===== src/rtl/dsm_pkg.sv =====
// Package: register map, field positions, reset values and types of the DMA channel
package dsm_pkg;

	// ------------------------------------------------------------
	// Register byte offsets
	// ------------------------------------------------------------
	localparam logic [7:0] DSM_OFS_CHANNEL_CONTROL = 8'h00;
	localparam logic [7:0] DSM_OFS_MEMORY_ADDRESS = 8'h04;
	localparam logic [7:0] DSM_OFS_IO_ADDRESS_LOW = 8'h08;
	localparam logic [7:0] DSM_OFS_TRANSFER_COUNT = 8'h0C;
	localparam logic [7:0] DSM_OFS_CHANNEL_PAIR_CONTROL = 8'h10;
	localparam logic [7:0] DSM_OFS_STATUS = 8'h14;

	// ------------------------------------------------------------
	// Field positions
	// ------------------------------------------------------------
	localparam int DSM_BIT_CHANNEL_ENABLE = 0;
	localparam int DSM_BIT_END_INTERRUPT_ENABLE = 1;
	localparam int DSM_BIT_REPEAT_ENABLE = 2;
	localparam int DSM_BIT_DIRECTION_SELECT = 3;
	localparam int DSM_BIT_TRANSFER_SIZE = 4;
	localparam int DSM_BIT_ADDRESS_STEP_DIRECTION = 5;
	localparam int DSM_POS_SOURCE_SELECT = 8;
	localparam int DSM_BIT_SINGLE_ADDR_SELECT = 0;
	localparam int DSM_BIT_STATUS_BUSY = 0;
	localparam int DSM_BIT_STATUS_PENDING = 1;

	// ------------------------------------------------------------
	// Reset values and fixed patterns
	// ------------------------------------------------------------
	localparam logic [31:0] DSM_RST_REG = 32'h0000_0000;
	localparam logic [7:0] DSM_IO_HIGH_BYTE = 8'hFF;
	localparam logic [15:0] DSM_COUNT_LAST = 16'h0001;
	localparam logic [7:0] DSM_HALF_LAST = 8'h01;

	// ------------------------------------------------------------
	// Activation source selector codes
	// ------------------------------------------------------------
	localparam logic [3:0] DSM_SRC_CONVERTER_END = 4'h0;
	localparam logic [3:0] DSM_SRC_EXT_REQUEST = 4'h1;
	localparam logic [3:0] DSM_SRC_SERIAL_TX_DONE = 4'h2;
	localparam logic [3:0] DSM_SRC_SERIAL_RX_FULL = 4'h3;
	localparam logic [3:0] DSM_SRC_TIMER_BASE = 4'h4;
	localparam int DSM_TIMER_CHANNELS = 6;

	typedef enum logic [0:0] {
		DSM_ST_WAIT = 1'b0,
		DSM_ST_ISSUE = 1'b1
	} dsm_state_t;

	// Request pulses from the on-chip sources
	typedef struct packed {
		logic converter_end;
		logic ext_request;
		logic serial_tx_done;
		logic serial_rx_full;
		logic [DSM_TIMER_CHANNELS-1:0] timer_capture;
	} dsm_act_src_t;

	// One transfer handed to the internal bus
	typedef struct packed {
		logic [23:0] src_addr;
		logic [23:0] dst_addr;
		logic word;
		logic single;
	} dsm_xfer_t;

endpackage


===== src/rtl/dsm_channel.sv =====
// One short address mode DMA channel with its APB register file
`timescale 1ns/1ps
`default_nettype none
// ------------------------------------------------------------
// Overview of operation
// - Repeat plus end-interrupt enable selects idle mode
// - Idle mode keeps memory address fixed
// - Second address is FF over io_address_low
// - Count decrements; zero clears enable, stops channel
// - Count end with interrupt enable raises request
// - Zero count means 65,536 transfers
// - Converter, external, serial, timer 0-5 activate
// - External request only accepted on channel B
// - Repeat without end interrupt selects repeat mode
// - Repeat: one transfer per request, address updated
// - Address steps 1 or 2, up or down
// - Count-down half reloads from hold at zero
// - Reload restores address by step times hold
// - Both halves zero mean 256 per cycle
// - Repeat runs until disabled, never interrupts
// - Re-enable resumes with next transfer, state kept
// - Direction zero: memory source; one: destination
// - Single address mode only on channel B
// - Pair control select bit enables single address
// - Strobe replaces io address; write or read
// - Memory and strobe access share one cycle
// ------------------------------------------------------------
module dsm_channel
	import dsm_pkg::*;
#(
	parameter bit CHANNEL_B = 1'b1
) (
	input wire logic pclk,
	input wire logic presetn,
	input wire logic psel,
	input wire logic penable,
	input wire logic pwrite,
	input wire logic [7:0] paddr,
	input wire logic [31:0] pwdata,
	output logic [31:0] prdata,
	output logic pready,
	output logic pslverr,
	input wire dsm_act_src_t act_src,
	output dsm_xfer_t xfer_cmd,
	output logic xfer_valid,
	input wire logic xfer_done,
	output logic transfer_ack_strobe_n,
	output logic ack_is_read,
	output logic end_irq
);

	// ------------------------------------------------------------
	// State
	// ------------------------------------------------------------
	logic channel_enable, end_interrupt_enable, repeat_enable;
	logic direction_select, transfer_size, address_step_direction;
	logic [3:0] source_select;
	logic single_addr_select;
	logic [23:0] memory_address;
	logic [15:0] io_address_low;
	logic [15:0] transfer_count;
	logic pending;
	dsm_state_t state;

	logic next_channel_enable, next_end_interrupt_enable, next_repeat_enable;
	logic next_direction_select, next_transfer_size, next_address_step_direction;
	logic [3:0] next_source_select;
	logic next_single_addr_select;
	logic [23:0] next_memory_address;
	logic [15:0] next_io_address_low;
	logic [15:0] next_transfer_count;
	logic next_pending;
	dsm_state_t next_state;
	logic [31:0] next_prdata;
	logic next_pready, next_pslverr;
	dsm_xfer_t next_xfer_cmd;
	logic next_xfer_valid, next_strobe_n, next_ack_is_read, next_end_irq;

	// ------------------------------------------------------------
	// Derived controls
	// ------------------------------------------------------------
	logic idle_mode, rep_mode, single_mode, trigger, wr_take, rd_phase;
	logic [9:0] src_vec;
	logic [23:0] step, stepped, restore_delta;
	logic [8:0] hold_count;
	logic [7:0] down_minus;
	logic [15:0] count_minus;
	logic [23:0] io_full;

	// Mode decode from the two enable bits
	assign idle_mode = repeat_enable & end_interrupt_enable;
	assign rep_mode = repeat_enable & ~end_interrupt_enable;
	// Channel A ignores the pair select bit
	assign single_mode = CHANNEL_B & single_addr_select;
	// Upper byte of the io side is fixed
	assign io_full = {DSM_IO_HIGH_BYTE, io_address_low};
	// Byte step 1, word step 2
	assign step = transfer_size ? 24'h00_0002 : 24'h00_0001;
	assign stepped = address_step_direction ? memory_address - step : memory_address + step;
	// Zero hold counts as 256 per repeat cycle
	assign hold_count = {(transfer_count[15:8] == 8'h00), transfer_count[15:8]};
	assign restore_delta = transfer_size ? {14'h0000, hold_count, 1'b0}
		: {15'h0000, hold_count};
	// Repeat uses the low half, the other modes the whole count
	assign down_minus = transfer_count[7:0] - 8'h01;
	// Wraps from zero, giving the full 65,536 run
	assign count_minus = transfer_count - 16'h0001;
	// A write lands in the cycle pready stands
	assign wr_take = psel & penable & pready & pwrite;
	assign rd_phase = psel & penable & ~pready;

	// Source pulses in selector order
	assign src_vec = {act_src.timer_capture, act_src.serial_rx_full, act_src.serial_tx_done,
		act_src.ext_request, act_src.converter_end};

	// ------------------------------------------------------------
	// Activation source select
	// ------------------------------------------------------------
	always_comb begin
		// One-deep: requests before the issue merge into one
		trigger = 1'b0;
		if (source_select == DSM_SRC_EXT_REQUEST) begin
			// Channel A has no external request path
			trigger = CHANNEL_B & act_src.ext_request;
		end else if (source_select <= 4'h9) begin
			trigger = src_vec[source_select];
		end
	end

	// ------------------------------------------------------------
	// Next-state logic: registers, transfer engine, bus slave
	// ------------------------------------------------------------
	always_comb begin
		next_channel_enable = channel_enable;
		next_end_interrupt_enable = end_interrupt_enable;
		next_repeat_enable = repeat_enable;
		next_direction_select = direction_select;
		next_transfer_size = transfer_size;
		next_address_step_direction = address_step_direction;
		next_source_select = source_select;
		next_single_addr_select = single_addr_select;
		next_memory_address = memory_address;
		next_io_address_low = io_address_low;
		next_transfer_count = transfer_count;
		next_state = state;
		next_xfer_cmd = xfer_cmd;
		next_xfer_valid = xfer_valid;
		next_strobe_n = 1'b1;
		next_ack_is_read = ack_is_read;
		next_end_irq = 1'b0;
		next_pending = pending;

		// Engine; a disabled channel keeps address and count
		case (state)
			DSM_ST_WAIT: begin
				if (channel_enable && pending) begin
					// Memory side is the source unless direction is set
					if (direction_select) begin
						next_xfer_cmd.src_addr = io_full;
						next_xfer_cmd.dst_addr = memory_address;
					end else begin
						next_xfer_cmd.src_addr = memory_address;
						next_xfer_cmd.dst_addr = io_full;
					end
					next_xfer_cmd.word = transfer_size;
					// Bus performs memory side only; strobe covers the device
					next_xfer_cmd.single = single_mode;
					next_xfer_valid = 1'b1;
					next_strobe_n = ~single_mode;
					next_ack_is_read = direction_select;
					next_pending = 1'b0;
					next_state = DSM_ST_ISSUE;
				end
			end
			DSM_ST_ISSUE: begin
				// Strobe held for the whole shared access
				next_strobe_n = ~xfer_cmd.single;
				if (xfer_done) begin
					next_xfer_valid = 1'b0;
					next_strobe_n = 1'b1;
					next_state = DSM_ST_WAIT;
					if (rep_mode) begin
						// Step first; the rewind below undoes a whole block
						next_memory_address = stepped;
						if (transfer_count[7:0] == DSM_HALF_LAST) begin
							// Rewind the block; no end request in this mode
							next_transfer_count[7:0] = transfer_count[15:8];
							next_memory_address = address_step_direction
								? stepped + restore_delta
								: stepped - restore_delta;
						end else begin
							next_transfer_count[7:0] = down_minus;
						end
					end else begin
						if (!idle_mode) begin
							next_memory_address = stepped;
						end
						// Idle mode: address left as is
						next_transfer_count = count_minus;
						if (transfer_count == DSM_COUNT_LAST) begin
							next_channel_enable = 1'b0;
							next_end_irq = end_interrupt_enable;
						end
					end
				end
			end
			default: begin
				next_state = DSM_ST_WAIT;
			end
		endcase

		// New request wins over the clear on issue
		if (trigger) begin
			next_pending = 1'b1;
		end

		// Software writes land last, so a set of enable beats the end clear
		if (wr_take) begin
			if (paddr == DSM_OFS_CHANNEL_CONTROL) begin
				next_channel_enable = pwdata[DSM_BIT_CHANNEL_ENABLE];
				next_end_interrupt_enable = pwdata[DSM_BIT_END_INTERRUPT_ENABLE];
				next_repeat_enable = pwdata[DSM_BIT_REPEAT_ENABLE];
				next_direction_select = pwdata[DSM_BIT_DIRECTION_SELECT];
				next_transfer_size = pwdata[DSM_BIT_TRANSFER_SIZE];
				next_address_step_direction = pwdata[DSM_BIT_ADDRESS_STEP_DIRECTION];
				next_source_select = pwdata[DSM_POS_SOURCE_SELECT +: 4];
			end else if (paddr == DSM_OFS_MEMORY_ADDRESS) begin
				next_memory_address = pwdata[23:0];
			end else if (paddr == DSM_OFS_IO_ADDRESS_LOW) begin
				next_io_address_low = pwdata[15:0];
			end else if (paddr == DSM_OFS_TRANSFER_COUNT) begin
				// High byte is count_hold, low byte count_down
				next_transfer_count = pwdata[15:0];
			end else if (paddr == DSM_OFS_CHANNEL_PAIR_CONTROL) begin
				next_single_addr_select = pwdata[DSM_BIT_SINGLE_ADDR_SELECT];
			end
		end
	end

	// ------------------------------------------------------------
	// APB answer
	// ------------------------------------------------------------
	// One wait state, so every bus output comes from a flop
	always_comb begin
		next_pready = rd_phase;
		next_pslverr = 1'b0;
		next_prdata = 32'h0000_0000;
		if (rd_phase) begin
			if (paddr == DSM_OFS_CHANNEL_CONTROL) begin
				next_prdata[DSM_BIT_CHANNEL_ENABLE] = channel_enable;
				next_prdata[DSM_BIT_END_INTERRUPT_ENABLE] = end_interrupt_enable;
				next_prdata[DSM_BIT_REPEAT_ENABLE] = repeat_enable;
				next_prdata[DSM_BIT_DIRECTION_SELECT] = direction_select;
				next_prdata[DSM_BIT_TRANSFER_SIZE] = transfer_size;
				next_prdata[DSM_BIT_ADDRESS_STEP_DIRECTION] = address_step_direction;
				next_prdata[DSM_POS_SOURCE_SELECT +: 4] = source_select;
			end else if (paddr == DSM_OFS_MEMORY_ADDRESS) begin
				next_prdata[23:0] = memory_address;
			end else if (paddr == DSM_OFS_IO_ADDRESS_LOW) begin
				next_prdata[15:0] = io_address_low;
			end else if (paddr == DSM_OFS_TRANSFER_COUNT) begin
				next_prdata[15:0] = transfer_count;
			end else if (paddr == DSM_OFS_CHANNEL_PAIR_CONTROL) begin
				next_prdata[DSM_BIT_SINGLE_ADDR_SELECT] = single_addr_select;
			end else if (paddr == DSM_OFS_STATUS) begin
				next_prdata[DSM_BIT_STATUS_BUSY] = (state == DSM_ST_ISSUE);
				next_prdata[DSM_BIT_STATUS_PENDING] = pending;
			end else begin
				// Unmapped: error, read data zero
				next_pslverr = 1'b1;
			end
		end
	end

	// ------------------------------------------------------------
	// Registers
	// ------------------------------------------------------------
	always_ff @(posedge pclk or negedge presetn) begin
		if (!presetn) begin
			channel_enable <= DSM_RST_REG[0];
			end_interrupt_enable <= DSM_RST_REG[0];
			repeat_enable <= DSM_RST_REG[0];
			direction_select <= DSM_RST_REG[0];
			transfer_size <= DSM_RST_REG[0];
			address_step_direction <= DSM_RST_REG[0];
			source_select <= DSM_RST_REG[3:0];
			single_addr_select <= DSM_RST_REG[0];
			memory_address <= DSM_RST_REG[23:0];
			io_address_low <= DSM_RST_REG[15:0];
			transfer_count <= DSM_RST_REG[15:0];
		end else begin
			channel_enable <= next_channel_enable;
			end_interrupt_enable <= next_end_interrupt_enable;
			repeat_enable <= next_repeat_enable;
			direction_select <= next_direction_select;
			transfer_size <= next_transfer_size;
			address_step_direction <= next_address_step_direction;
			source_select <= next_source_select;
			single_addr_select <= next_single_addr_select;
			memory_address <= next_memory_address;
			io_address_low <= next_io_address_low;
			transfer_count <= next_transfer_count;
		end
	end

	// Engine and strobe registers; strobe idles high out of reset
	always_ff @(posedge pclk or negedge presetn) begin
		if (!presetn) begin
			pending <= 1'b0;
			state <= DSM_ST_WAIT;
			xfer_cmd <= '0;
			xfer_valid <= 1'b0;
			transfer_ack_strobe_n <= 1'b1;
			ack_is_read <= 1'b0;
			end_irq <= 1'b0;
		end else begin
			pending <= next_pending;
			state <= next_state;
			xfer_cmd <= next_xfer_cmd;
			xfer_valid <= next_xfer_valid;
			transfer_ack_strobe_n <= next_strobe_n;
			ack_is_read <= next_ack_is_read;
			end_irq <= next_end_irq;
		end
	end

	// Bus answer registers
	always_ff @(posedge pclk or negedge presetn) begin
		if (!presetn) begin
			prdata <= DSM_RST_REG;
			pready <= 1'b0;
			pslverr <= 1'b0;
		end else begin
			prdata <= next_prdata;
			pready <= next_pready;
			pslverr <= next_pslverr;
		end
	end

endmodule
`default_nettype wire


===== config.mk =====
export PLATFORM = sky130hd
export DESIGN_NAME = dsm_channel
export DESIGN_NICKNAME = d
export VERILOG_FILES = /design/src/rtl/dsm_pkg.sv /design/src/rtl/dsm_channel.sv
export SDC_FILE = /design/constraint.sdc
export NUM_CORES = 1
export LEC_CHECK = 0
export CAP_MARGIN = 0
export CORE_ASPECT_RATIO = 0.9
export CORE_UTILIZATION = 38
export DETAILED_ROUTE_END_ITERATION = 6
export DONT_BUFFER_PORTS = 1
export PLACE_DENSITY_LB_ADDON = 0.1
export SYNTH_ARGS = -nofsm -noshare
export SYNTH_HDL_FRONTEND = slang
export SYNTH_SLANG_ARGS = --single-unit
export TNS_END_PERCENT = 1

===== constraint.sdc =====
create_clock -name pclk -period 4.9 [get_ports pclk]
set_input_delay 0.245 -clock pclk [delete_from_list [all_inputs] [get_ports pclk]]
set_output_delay 0.245 -clock pclk [all_outputs]
set_load 0.02 [all_outputs]

==> results of run 1 <==
[cell families after synthesis]
family / after synthesis
and+or+nand+nor: 364
AOI/OAI and AO/OA: 318
DFF: 149
buffers and inverters: 102
muxes: 92
adders and majority gates: 51
xor gates and xnor gates: 50
other: 1
[layer usage]
| layer | track usage (%) | wire (um) |
|---|---|---|
| met5 | 0 | 0 |
| met4 | 4.89 | 279 |
| met3 | 3.34 | 1570 |
| met2 | 33.7 | 13000 |
| met1 | 35.8 | 15900 |
[cell type report]
class / count / share of cell area, %
Clock inverter: 11 / 1.35
Inverter: 29 / 0.976
Tap cell: 342 / 3.84
Multi-Input combinational cell: 883 / 52.4
Clock buffer: 20 / 4.10
Timing Repair Buffer: 47 / 3.93
Sequential cell: 149 / 33.5
[repair_timing]
action                     in CTS  in global routing
setup endpoints to repair       0                  2
hold endpoints to repair      218                  0
gates resized for setup         0                  1
hold buffers                   27                  0
[critical path, delay by kind of cell (launching register included)]
kind | cells | cell delay, ns
compound gates | 8 | 1.68
xor+xnor | 1 | 0.29
fa+ha+maj | 3 | 1.03
buf+inv | 1 | 0.16
flops | 1 | 0.35
simple gates | 7 | 0.98
[sequential cells by signal, summed over array words and instances (netlist names), 4 cells and up]
register	flops
xfer_cmd	50
memory_address	24
prdata	24
io_address_low	16
transfer_count	16
source_select	4
[cell usage after synthesis, types with 18 or more instances]
| cell | number | share of area (%) |
|---|---|---|
| dfrtp_1 | 148 | 37 |
| xnor2_1 | 29 | 2.5 |
| nor2b_1 | 19 | 1.2 |
| a21o_1 | 23 | 1.7 |
| xor2_1 | 21 | 1.8 |
| inv_1 | 28 | 1.1 |
| mux2i_1 | 65 | 6.5 |
| nand2_1 | 144 | 5.4 |
| nor3_1 | 19 | 0.95 |
| o21ai_0 | 100 | 5.0 |
| mux2_2 | 25 | 2.8 |
| a221oi_1 | 18 | 1.6 |
| ha_1 | 49 | 6.2 |
| nor2_1 | 105 | 4.0 |
| clkbuf_1 | 50 | 1.9 |
| a21oi_1 | 76 | 3.8 |
[path summary, 6_finish.rpt]
| check | to | slack, ns | cells after the start |
|---|---|---|---|
| max | memory_address[23] | 0.32 | 20 |
| min | transfer_count[13] | 0.02 | 2 |
| max reg2reg | memory_address[23] | 0.32 | 20 |
| min reg2reg | transfer_ack_strobe_n | 0.48 | 1 |
| max in group asynchronous | memory_address[0] | 3.79 | 2 |
| min in group asynchronous | xfer_cmd[46] | 0.41 | 2 |
[report_power, final]
part	switching (mW)	internal, mW	total [mW]
combinational	0.425	0.258	0.684
sequential	0.0556	1.25	1.31
clock	0.536	0.829	1.36
total	1.02	2.34	3.36
==> qor.yml, run 1 <==
synth_top_family_by_area: "compound AO/OA/AOI/OAI gates"
mostFrequentLayoutCells: "dfrtp_1, nand2_1, nor2_1, o21ai_0, a21oi_1"
cts_buffers: 17
wl_per_cell_um: 20.8
syn_to_final_growth_pct: 11.9
synth-edff-count: 0
status: "finished, final reports clean"
min-delay-start: "pwdata[13]"
post_drt_via_cell_ratio: 5.56
rows: 55
clk_pin_slew_worst_paths_ns: 0.06
crit_fanout: 7
placed_area_um2: 10200
die_height_um: 156
drc: 0
insertion_delay_ns: 0.43
place_hpwl_um: 22900
grt_pass1_vias: 7679
yosys.area_share.simple_pct: 17.0
synth_compound_area_share_pct: 20.4
period_share_pct: 93.5
end_kind: "flip-flop"
critPathArrivalTime_ns: 4.90
port_buffers: 0
crit_path_start_kind: "flip-flop"
dr.pass1.iters: 5
rsz0062_at_grt: "false"
synthFlopType: "dfrtp_1"
finalInstanceArea_um2: 11200
cts_setup_buffers: 0
dp_cells: 1423
finalPower_mw: 3.36
skew_ns: 0.0136
slew_viol_final: 0
synth_xor_area_share_pct: 4.39
crit_start: "transfer_size"
core_um2: 25500
grt_pass1_wl_um: 47700
fin_crit_ns: 4.58
setup_viol: 0
finalHoldViolations: 0
min_path_type: "in -> reg"
routabilityCongestion: 0.877
muxShareOfSynthArea_pct: 9.80
drive_above_1_share_pct: 10.0
first_iter_violations: 654
crit_path_cell_trace: "clkinv_1 > ha_1 > fa_1 > nor2b_1 > o21ai_1 > a21oi_1 > o21ai_1 > a211oi_2 > a21oi_2 > xnor2_1 > ha_1 > nand2_1 > nor2_1 > a22oi_1 > nand2_1 > o41ai_2 > and3_1 > o21ai_2 > nand4b_1 > nor4b_2"
fp.dieW_um: 173
seqCellArea_um2: 3730
cts_num_sinks: 149
syn_area_um2: 9970
worst_path_max_delay_cell: "o41ai_2"
relSlewSlack_pct: 28.9
io_pins: 144
max_stage_delay_ns: 0.51
syn_inst: 1127
ys_warn_count: 0
ant_nets: 0
multi_input_area_um2: 5840
cts-htree-levels: 4
grt_overflow: 0
max_cap_violations: 0
preCtsSetupSlack_ns: 0.324
critPathRequiredTime_ns: 5.22
vias: 8236
r2r-start: "transfer_size"
async_flop_share_pct: 100
p_leak_nw: 5.07
synthAdderAreaFrac_pct: 6.55
yosysSeqAreaShare_pct: 37.4
wirelength_um: 30700
clock_path_buffers: 2
p_per_area_nw_per_um2: 301
grt_util_all_layers_pct: 23.2
critPathKind: "reg -> reg"
max_freq_mhz: 218
yosysUniqueCellTypes: 74
design.die.area_um2: 26900
avgSynthCellArea_um2: 8.84
root_buffer: "clkbuf_16"
start_util_pct: 39.1
hold_slack_ns: 0.0172
ir_drop_v: 0.000188
cts_tree: "yes"
grt_max_degree: 150
antenna_cells: 0
fill_cells: 2569
final_common_cell: "dfrtp_1"
setup_tns_ns: 0
tightest_slew_ns: 1.07
antenna_found_initial: 0
utilization_pct: 43.8
fin_cells: 1481
layout.nets: 1234
timing.final.ws_setup_ns: 0.321
ys_ff_latch: 149
Power figures use the tool's default switching activity.
==> inputs of run 2 (changes only) <==
Settings changed: MAX_ROUTING_LAYER from default to met4.
==> run 2 against run 1 <==
Via count fell by 0.68%. Critical path depth did not move. Sequential share of layout area rose by 0.27 points. Worst hold slack got worse by 0.00067 ns. Routed wire length rose by 1.0%. Largest cell class unchanged. Largest power group is now sequential cells. Highest routed layer unchanged.
==> qor.yml, run 2 (same netlist as run 1, synthesis figures left out) <==
dp_cells: 1423  # unchanged
combPwrFrac_pct: 21.3  # +0.9 points
crit_fanout: 7  # unchanged
critPathRequiredTime_ns: 5.23  # about the same
finalInstanceArea_um2: 11100  # -0.80%
wirelength_um: 31100  # +1.0%
first_iter_violations: 626  # -4.3%
top_register: "xfer_cmd"
final_common_cell: "dfrtp_1"
p_leak_nw: 5.03  # -0.75%
p_per_area_nw_per_um2: 291  # -3.3%
ir_drop_v: 0.000199  # +5.9%
crit_path_start_kind: "flip-flop"
finalHoldViolations: 0  # unchanged
power.net_switching_mw: 1.02  # about the same
power_switching_share_pct: 31.6  # +1.3 points
status: "finished, final reports clean"
placed_area_um2: 10200  # unchanged
fp.dieW_um: 173  # unchanged
critPathKind: "reg -> reg"
critPathArrivalTime_ns: 4.94  # +0.04 ns
timing.final.ws_setup_ns: 0.295  # -0.0262 ns
drc: 0  # unchanged
preCtsSetupSlack_ns: 0.322  # -0.00253 ns
syn_to_final_growth_pct: 11.0
cts-htree-levels: 4  # unchanged
clock_path_buffers: 2  # unchanged
fin_crit_ns: 4.61  # +0.0262 ns
core_um2: 25500  # unchanged
setup_viol: 0  # unchanged
insertion_delay_ns: 0.43  # about the same
grt_pass1_vias: 7626  # -0.69%
layout.nets: 1232  # -0.16%
post_drt_via_cell_ratio: 5.53  # -0.55%
vias: 8180  # -0.68%
routabilityCongestion: 0.901  # +2.8%
design.die.area_um2: 26900  # unchanged
tightest_slew_ns: 1.08  # +0.0166 ns
grt_max_degree: 150  # unchanged
port_buffers: 0  # unchanged
root_buffer: "clkbuf_16"
mostFrequentLayoutCells: "dfrtp_1, nand2_1, nor2_1, o21ai_0, a21oi_1"
cts_tree: "yes"
cts_setup_buffers: 0  # unchanged
period_share_pct: 94.0  # +0.54 points
ant_nets: 0  # unchanged
cts_buffers: 17  # unchanged
max_freq_mhz: 217  # -0.57%
largest_reg_flops: 50  # unchanged
skew_ns: 0.0137  # +0.000115 ns
place_hpwl_um: 23100  # +1.3%
die_height_um: 156  # unchanged
grt_pass1_wl_um: 47500  # -0.42%
reg.largest.list: "xfer_cmd: 50 flops, memory_address: 24 flops, prdata: 24 flops"
relSlewSlack_pct: 27.8  # -1.1 points
r2r_slack_ns: 0.29  # -0.03 ns
end_kind: "flip-flop"
max_cap_violations: 0  # unchanged
grt_overflow: 0  # unchanged
io_pins: 144  # unchanged
min_path_type: "in -> reg"
antenna_cells: 0  # unchanged
rows: 55  # unchanged
fin_cells: 1479  # -0.14%
clk_pin_slew_worst_paths_ns: 0.06  # about the same
rsz0062_at_grt: "false"
setup_tns_ns: 0  # unchanged
antenna_found_initial: 0  # unchanged
p_int_mw: 2.21  # -5.8%
seqPwrFrac_pct: 40.6  # +1.6 points
start_util_pct: 39.1  # unchanged
wl_per_cell_um: 21.0  # +1.2%
drive_above_1_share_pct: 9.94  # -0.070 points
grt_util_all_layers_pct: 23.9  # +0.72 points
fill_cells: 2537  # -1.2%
power.share.clock_pct: 38.1  # -2.6 points
utilization_pct: 43.4  # -0.35 points
cts_num_sinks: 149  # unchanged
dr.pass1.iters: 5  # unchanged
slew_viol_final: 0  # unchanged
## run 2: cell type report
type | count | area, um2 | area share (%)
multi-input combinational | 883 | 5840 | 52.8
tap | 342 | 428 | 3.87
sequential | 149 | 3730 | 33.7
timing repair buffer | 45 | 418 | 3.78
clock inverter | 12 | 105 | 0.950
inverter | 29 | 109 | 0.984
clock buffer | 19 | 433 | 3.91
## run 2: timing repair
item / CTS / global route
hold buffers: 25 / 0
endpoints found under the setup margin: 0 / 1
endpoints found under the hold margin: 219 / 0
resized for setup: 0 / 1
## run 2: per-stage QoR
step,total power [mW],hold WS [ns]
5_1_grt,3.38,0.0218
3_3_place_gp,1.95,-0.0477
4_1_cts,3.24,0.0161
3_5_place_dp,1.95,-0.0478
2_1_floorplan,1.80,-0.0506
6_report,3.22,0.0165
## run 2: critical path, cell delays in order (launching register included)
cell	delay [ns]
dfrtp_1	0.35
clkinv_1	0.16
ha_1	0.24
fa_1	0.40
nor2b_1	0.13
o21ai_1	0.11
a21oi_1	0.19
o21ai_1	0.14
a211oi_2	0.37
a21oi_2	0.11
xnor2_1	0.31
ha_1	0.38
nand2_1	0.12
nor2_1	0.04
a22oi_1	0.16
nand2_1	0.12
o41ai_2	0.53
and3_1	0.24
o21ai_2	0.06
nand4b_1	0.14
nor4b_2	0.19
## run 2: final timing paths
| check | endpoint | from | depth (start not counted) |
|---|---|---|---|
| worst max register to register | memory_address[23] | transfer_size | 20 |
| worst min register to register | transfer_ack_strobe_n | single_addr_select | 1 |
| max in group asynchronous | transfer_count[1] | presetn | 2 |
| worst max-delay path | memory_address[23] | transfer_size | 20 |
| min in group asynchronous | xfer_cmd[22] | presetn | 2 |
| worst min-delay path | prdata[0] | paddr[4] | 2 |
## run 2: power by group through the flow
stage	registers [mW]	clock network, mW	logic (mW)
finish	1.31	1.23	0.685
floorplan	1.30	0	0.502
global placement	1.33	0	0.617
CTS	1.31	1.26	0.681
global route	1.31	1.30	0.765
detailed placement	1.33	0	0.622
## run 2: per-layer routing
layer | up-vias | global-route usage (%) | share of wire [%]
li1 | 4000 | - | -
met1 | 3919 | 35.8 | 52
met2 | 223 | 31.5 | 40
met3 | 38 | 4.75 | 5.7
met4 | 0 | 7.54 | 2.7
met5 | - | - | 0
==> inputs of run 3 (changes only) <==
Settings changed: BUFFER_PORTS_ARGS from default to -buffer_cell sky130_fd_sc_hd__buf_4, DONT_BUFFER_PORTS 1 to default.
==> run 3 against run 2 <==
Via count grew 4.7%. Final cell count grew 7.1%. Register-to-register slack gained 0.16 ns. Sequential share of layout area shrank 2.1 points. First-iteration DRC count grew 12%. Clock power is essentially flat. Combinational power grew 7.6%. Worst setup slack gained 0.16 ns. Critical endpoint unchanged. Largest cell class unchanged.
==> qor.yml, run 3 (same netlist as run 1, synthesis figures left out) <==
max_cap_violations: 0  # unchanged
wl_per_cell_um: 19.4  # -7.6%
clk_pin_slew_worst_paths_ns: 0.07  # about the same
crit_fanout: 17  # +10
insertion_delay_ns: 0.43  # about the same
crit_path_start_kind: "flip-flop"
grt_pass1_wl_um: 48000  # +0.94%
critPathKind: "reg -> reg"
cts-htree-levels: 4  # unchanged
power_switching_share_pct: 32.8  # +1.3 points
skew_ns: 0.0141  # +0.000462 ns
cts_buffers: 17  # unchanged
grt_max_degree: 102  # -32%
finalHoldViolations: 0  # unchanged
root_buffer: "clkbuf_16"
path_buf_inv: 1  # unchanged
utilization_pct: 46.4  # +2.9 points
end_kind: "flip-flop"
final_common_cell: "dfrtp_1"
path_delay_family: "compound AO/OA/AOI/OAI gates"
io_pins: 144  # unchanged
grt_util_all_layers_pct: 23.9  # +0.036 points
status: "finished, final reports clean"
p_per_area_nw_per_um2: 277  # -4.9%
timing.final.ws_setup_ns: 0.451  # +0.156 ns
largest_reg_flops: 50  # unchanged
antenna_cells: 0  # unchanged
rsz0062_at_grt: "false"
antenna_found_initial: 0  # unchanged
seqPwrFrac_pct: 39.7  # -0.9 points
power.share.clock_pct: 37.7  # -0.4 points
vias: 8566  # +4.7%
mostFrequentLayoutCells: "dfrtp_1, buf_4, nand2_1, nor2_1, o21ai_0"
routabilityCongestion: 0.906  # +0.54%
dr.pass1.iters: 5  # unchanged
place_hpwl_um: 23300  # +0.67%
port_buffers: 127  # +127
fin_crit_ns: 4.45  # -0.156 ns
reg.largest.list: "xfer_cmd: 50 flops, memory_address: 24 flops, prdata: 24 flops"
min_path_type: "in -> reg"
layout.nets: 1336  # +8.4%
rows: 55  # unchanged
syn_to_final_growth_pct: 18.4
power.net_switching_mw: 1.07  # +5.6%
p_leak_nw: 5.58  # +11%
p_int_mw: 2.20  # -0.41%
wirelength_um: 30700  # -1.1%
fp.dieW_um: 173  # unchanged
clock_path_buffers: 2  # unchanged
start_util_pct: 39.1  # unchanged
ant_nets: 0  # unchanged
critPathArrivalTime_ns: 4.78  # -0.16 ns
fill_cells: 2518  # -0.75%
relSlewSlack_pct: 33.0  # +5.2 points
setup_viol: 0  # unchanged
core_um2: 25500  # unchanged
dp_cells: 1551  # +9.0%
setup_tns_ns: 0  # unchanged
worst_path_max_delay_cell: "ha_1"
max_stage_delay_ns: 0.44  # -0.09 ns
crit_path_cell_trace: "buf_4 > mux2i_1 > ha_1 > nor2b_1 > nand2_1 > o41ai_2 > o21a_1 > o21ai_0 > ha_1 > a21oi_1 > o21ai_0 > a22oi_1 > nand2_1 > o41ai_4 > and3_1 > o21ai_2 > nand4b_1 > nor4b_2"
ir_drop_v: 0.000215  # +8.0%
slew_viol_final: 0  # unchanged
max_freq_mhz: 225  # +3.5%
period_share_pct: 90.8  # -3.2 points
cts_tree: "yes"
cts_num_sinks: 149  # unchanged
die_height_um: 156  # unchanged
first_iter_violations: 699  # +12%
drc: 0  # unchanged
grt_overflow: 0  # unchanged
drive_above_1_share_pct: 19.5  # +9.5 points
hold_slack_ns: 0.0524  # +0.0358 ns
design.die.area_um2: 26900  # unchanged
grt_pass1_vias: 7950  # +4.2%
combPwrFrac_pct: 22.5  # +1.2 points
tightest_slew_ns: 1.00  # -0.0781 ns
critPathRequiredTime_ns: 5.23  # about the same
fin_cells: 1584  # +7.1%
top_register: "xfer_cmd"
seqCellArea_um2: 3730  # unchanged
preCtsSetupSlack_ns: 0.331  # +0.00954 ns
multi_input_area_um2: 5850  # +0.19%
post_drt_via_cell_ratio: 5.41  # -2.2%
==> run 3: final timing paths <==
check | start | to | slack [ns] | cells past startpoint
worst max-delay path | transfer_size | memory_address[23] | 0.45 | 18
worst min-delay path | pwdata[19] | memory_address[19] | 0.05 | 3
worst max register to register | transfer_size | memory_address[23] | 0.45 | 18
worst min register to register | single_addr_select | transfer_ack_strobe_n | 0.47 | 1
max in group asynchronous | presetn | direction_select | 3.41 | 3
min in group asynchronous | presetn | xfer_cmd[21] | 0.42 | 2
==> run 3: per-layer routing <==
| metal | up-vias | global-route usage (%) | routed length (um) |
|---|---|---|---|
| met4 | 0 | 4.42 | 170 |
| met1 | 4119 | 36.8 | 16300 |
| li1 | 4204 | - | - |
| met5 | - | - | 0 |
| met3 | 14 | 3.41 | 1580 |
| met2 | 229 | 32.8 | 12700 |
==> run 3: tightest hold or removal path, cell delays in order <==
cell and delay [ns]:
buf_4 0.08, a21oi_1 0.05, o21ai_1 0.06
==> run 3: power by group through the flow <==
stage | clock network (mW) | registers, mW | logic, mW
after floorplan | 0 | 1.30 | 0.502
after global placement | 0 | 1.32 | 0.715
after detailed placement | 0 | 1.32 | 0.722
after CTS | 1.26 | 1.30 | 0.724
after global routing | 1.31 | 1.30 | 0.818
final | 1.23 | 1.30 | 0.737
==> run 3: layout make-up <==
type | count | area share (%)
clock inverter | 14 | 1.02
inverter | 29 | 0.922
sequential | 149 | 31.6
multi-input combinational | 883 | 49.6
timing repair buffer | 149 | 9.63
tap | 342 | 3.62
clock buffer | 18 | 3.64
==> run 3: through the flow <==
step	area, um2	power (mW)
after detailed placement	11200	2.04
final	11800	3.27
after CTS	11800	3.28
after global placement	11200	2.04
after global routing	11800	3.43
after floorplan	9990	1.80
==> run 3: what timing repair did <==
action,4_1_cts,5_1_grt
endpoints found under the setup margin,0,1
hold buffers,1,0
resized for setup,0,2
buffers inserted,0,0
hold endpoints to repair,76,0
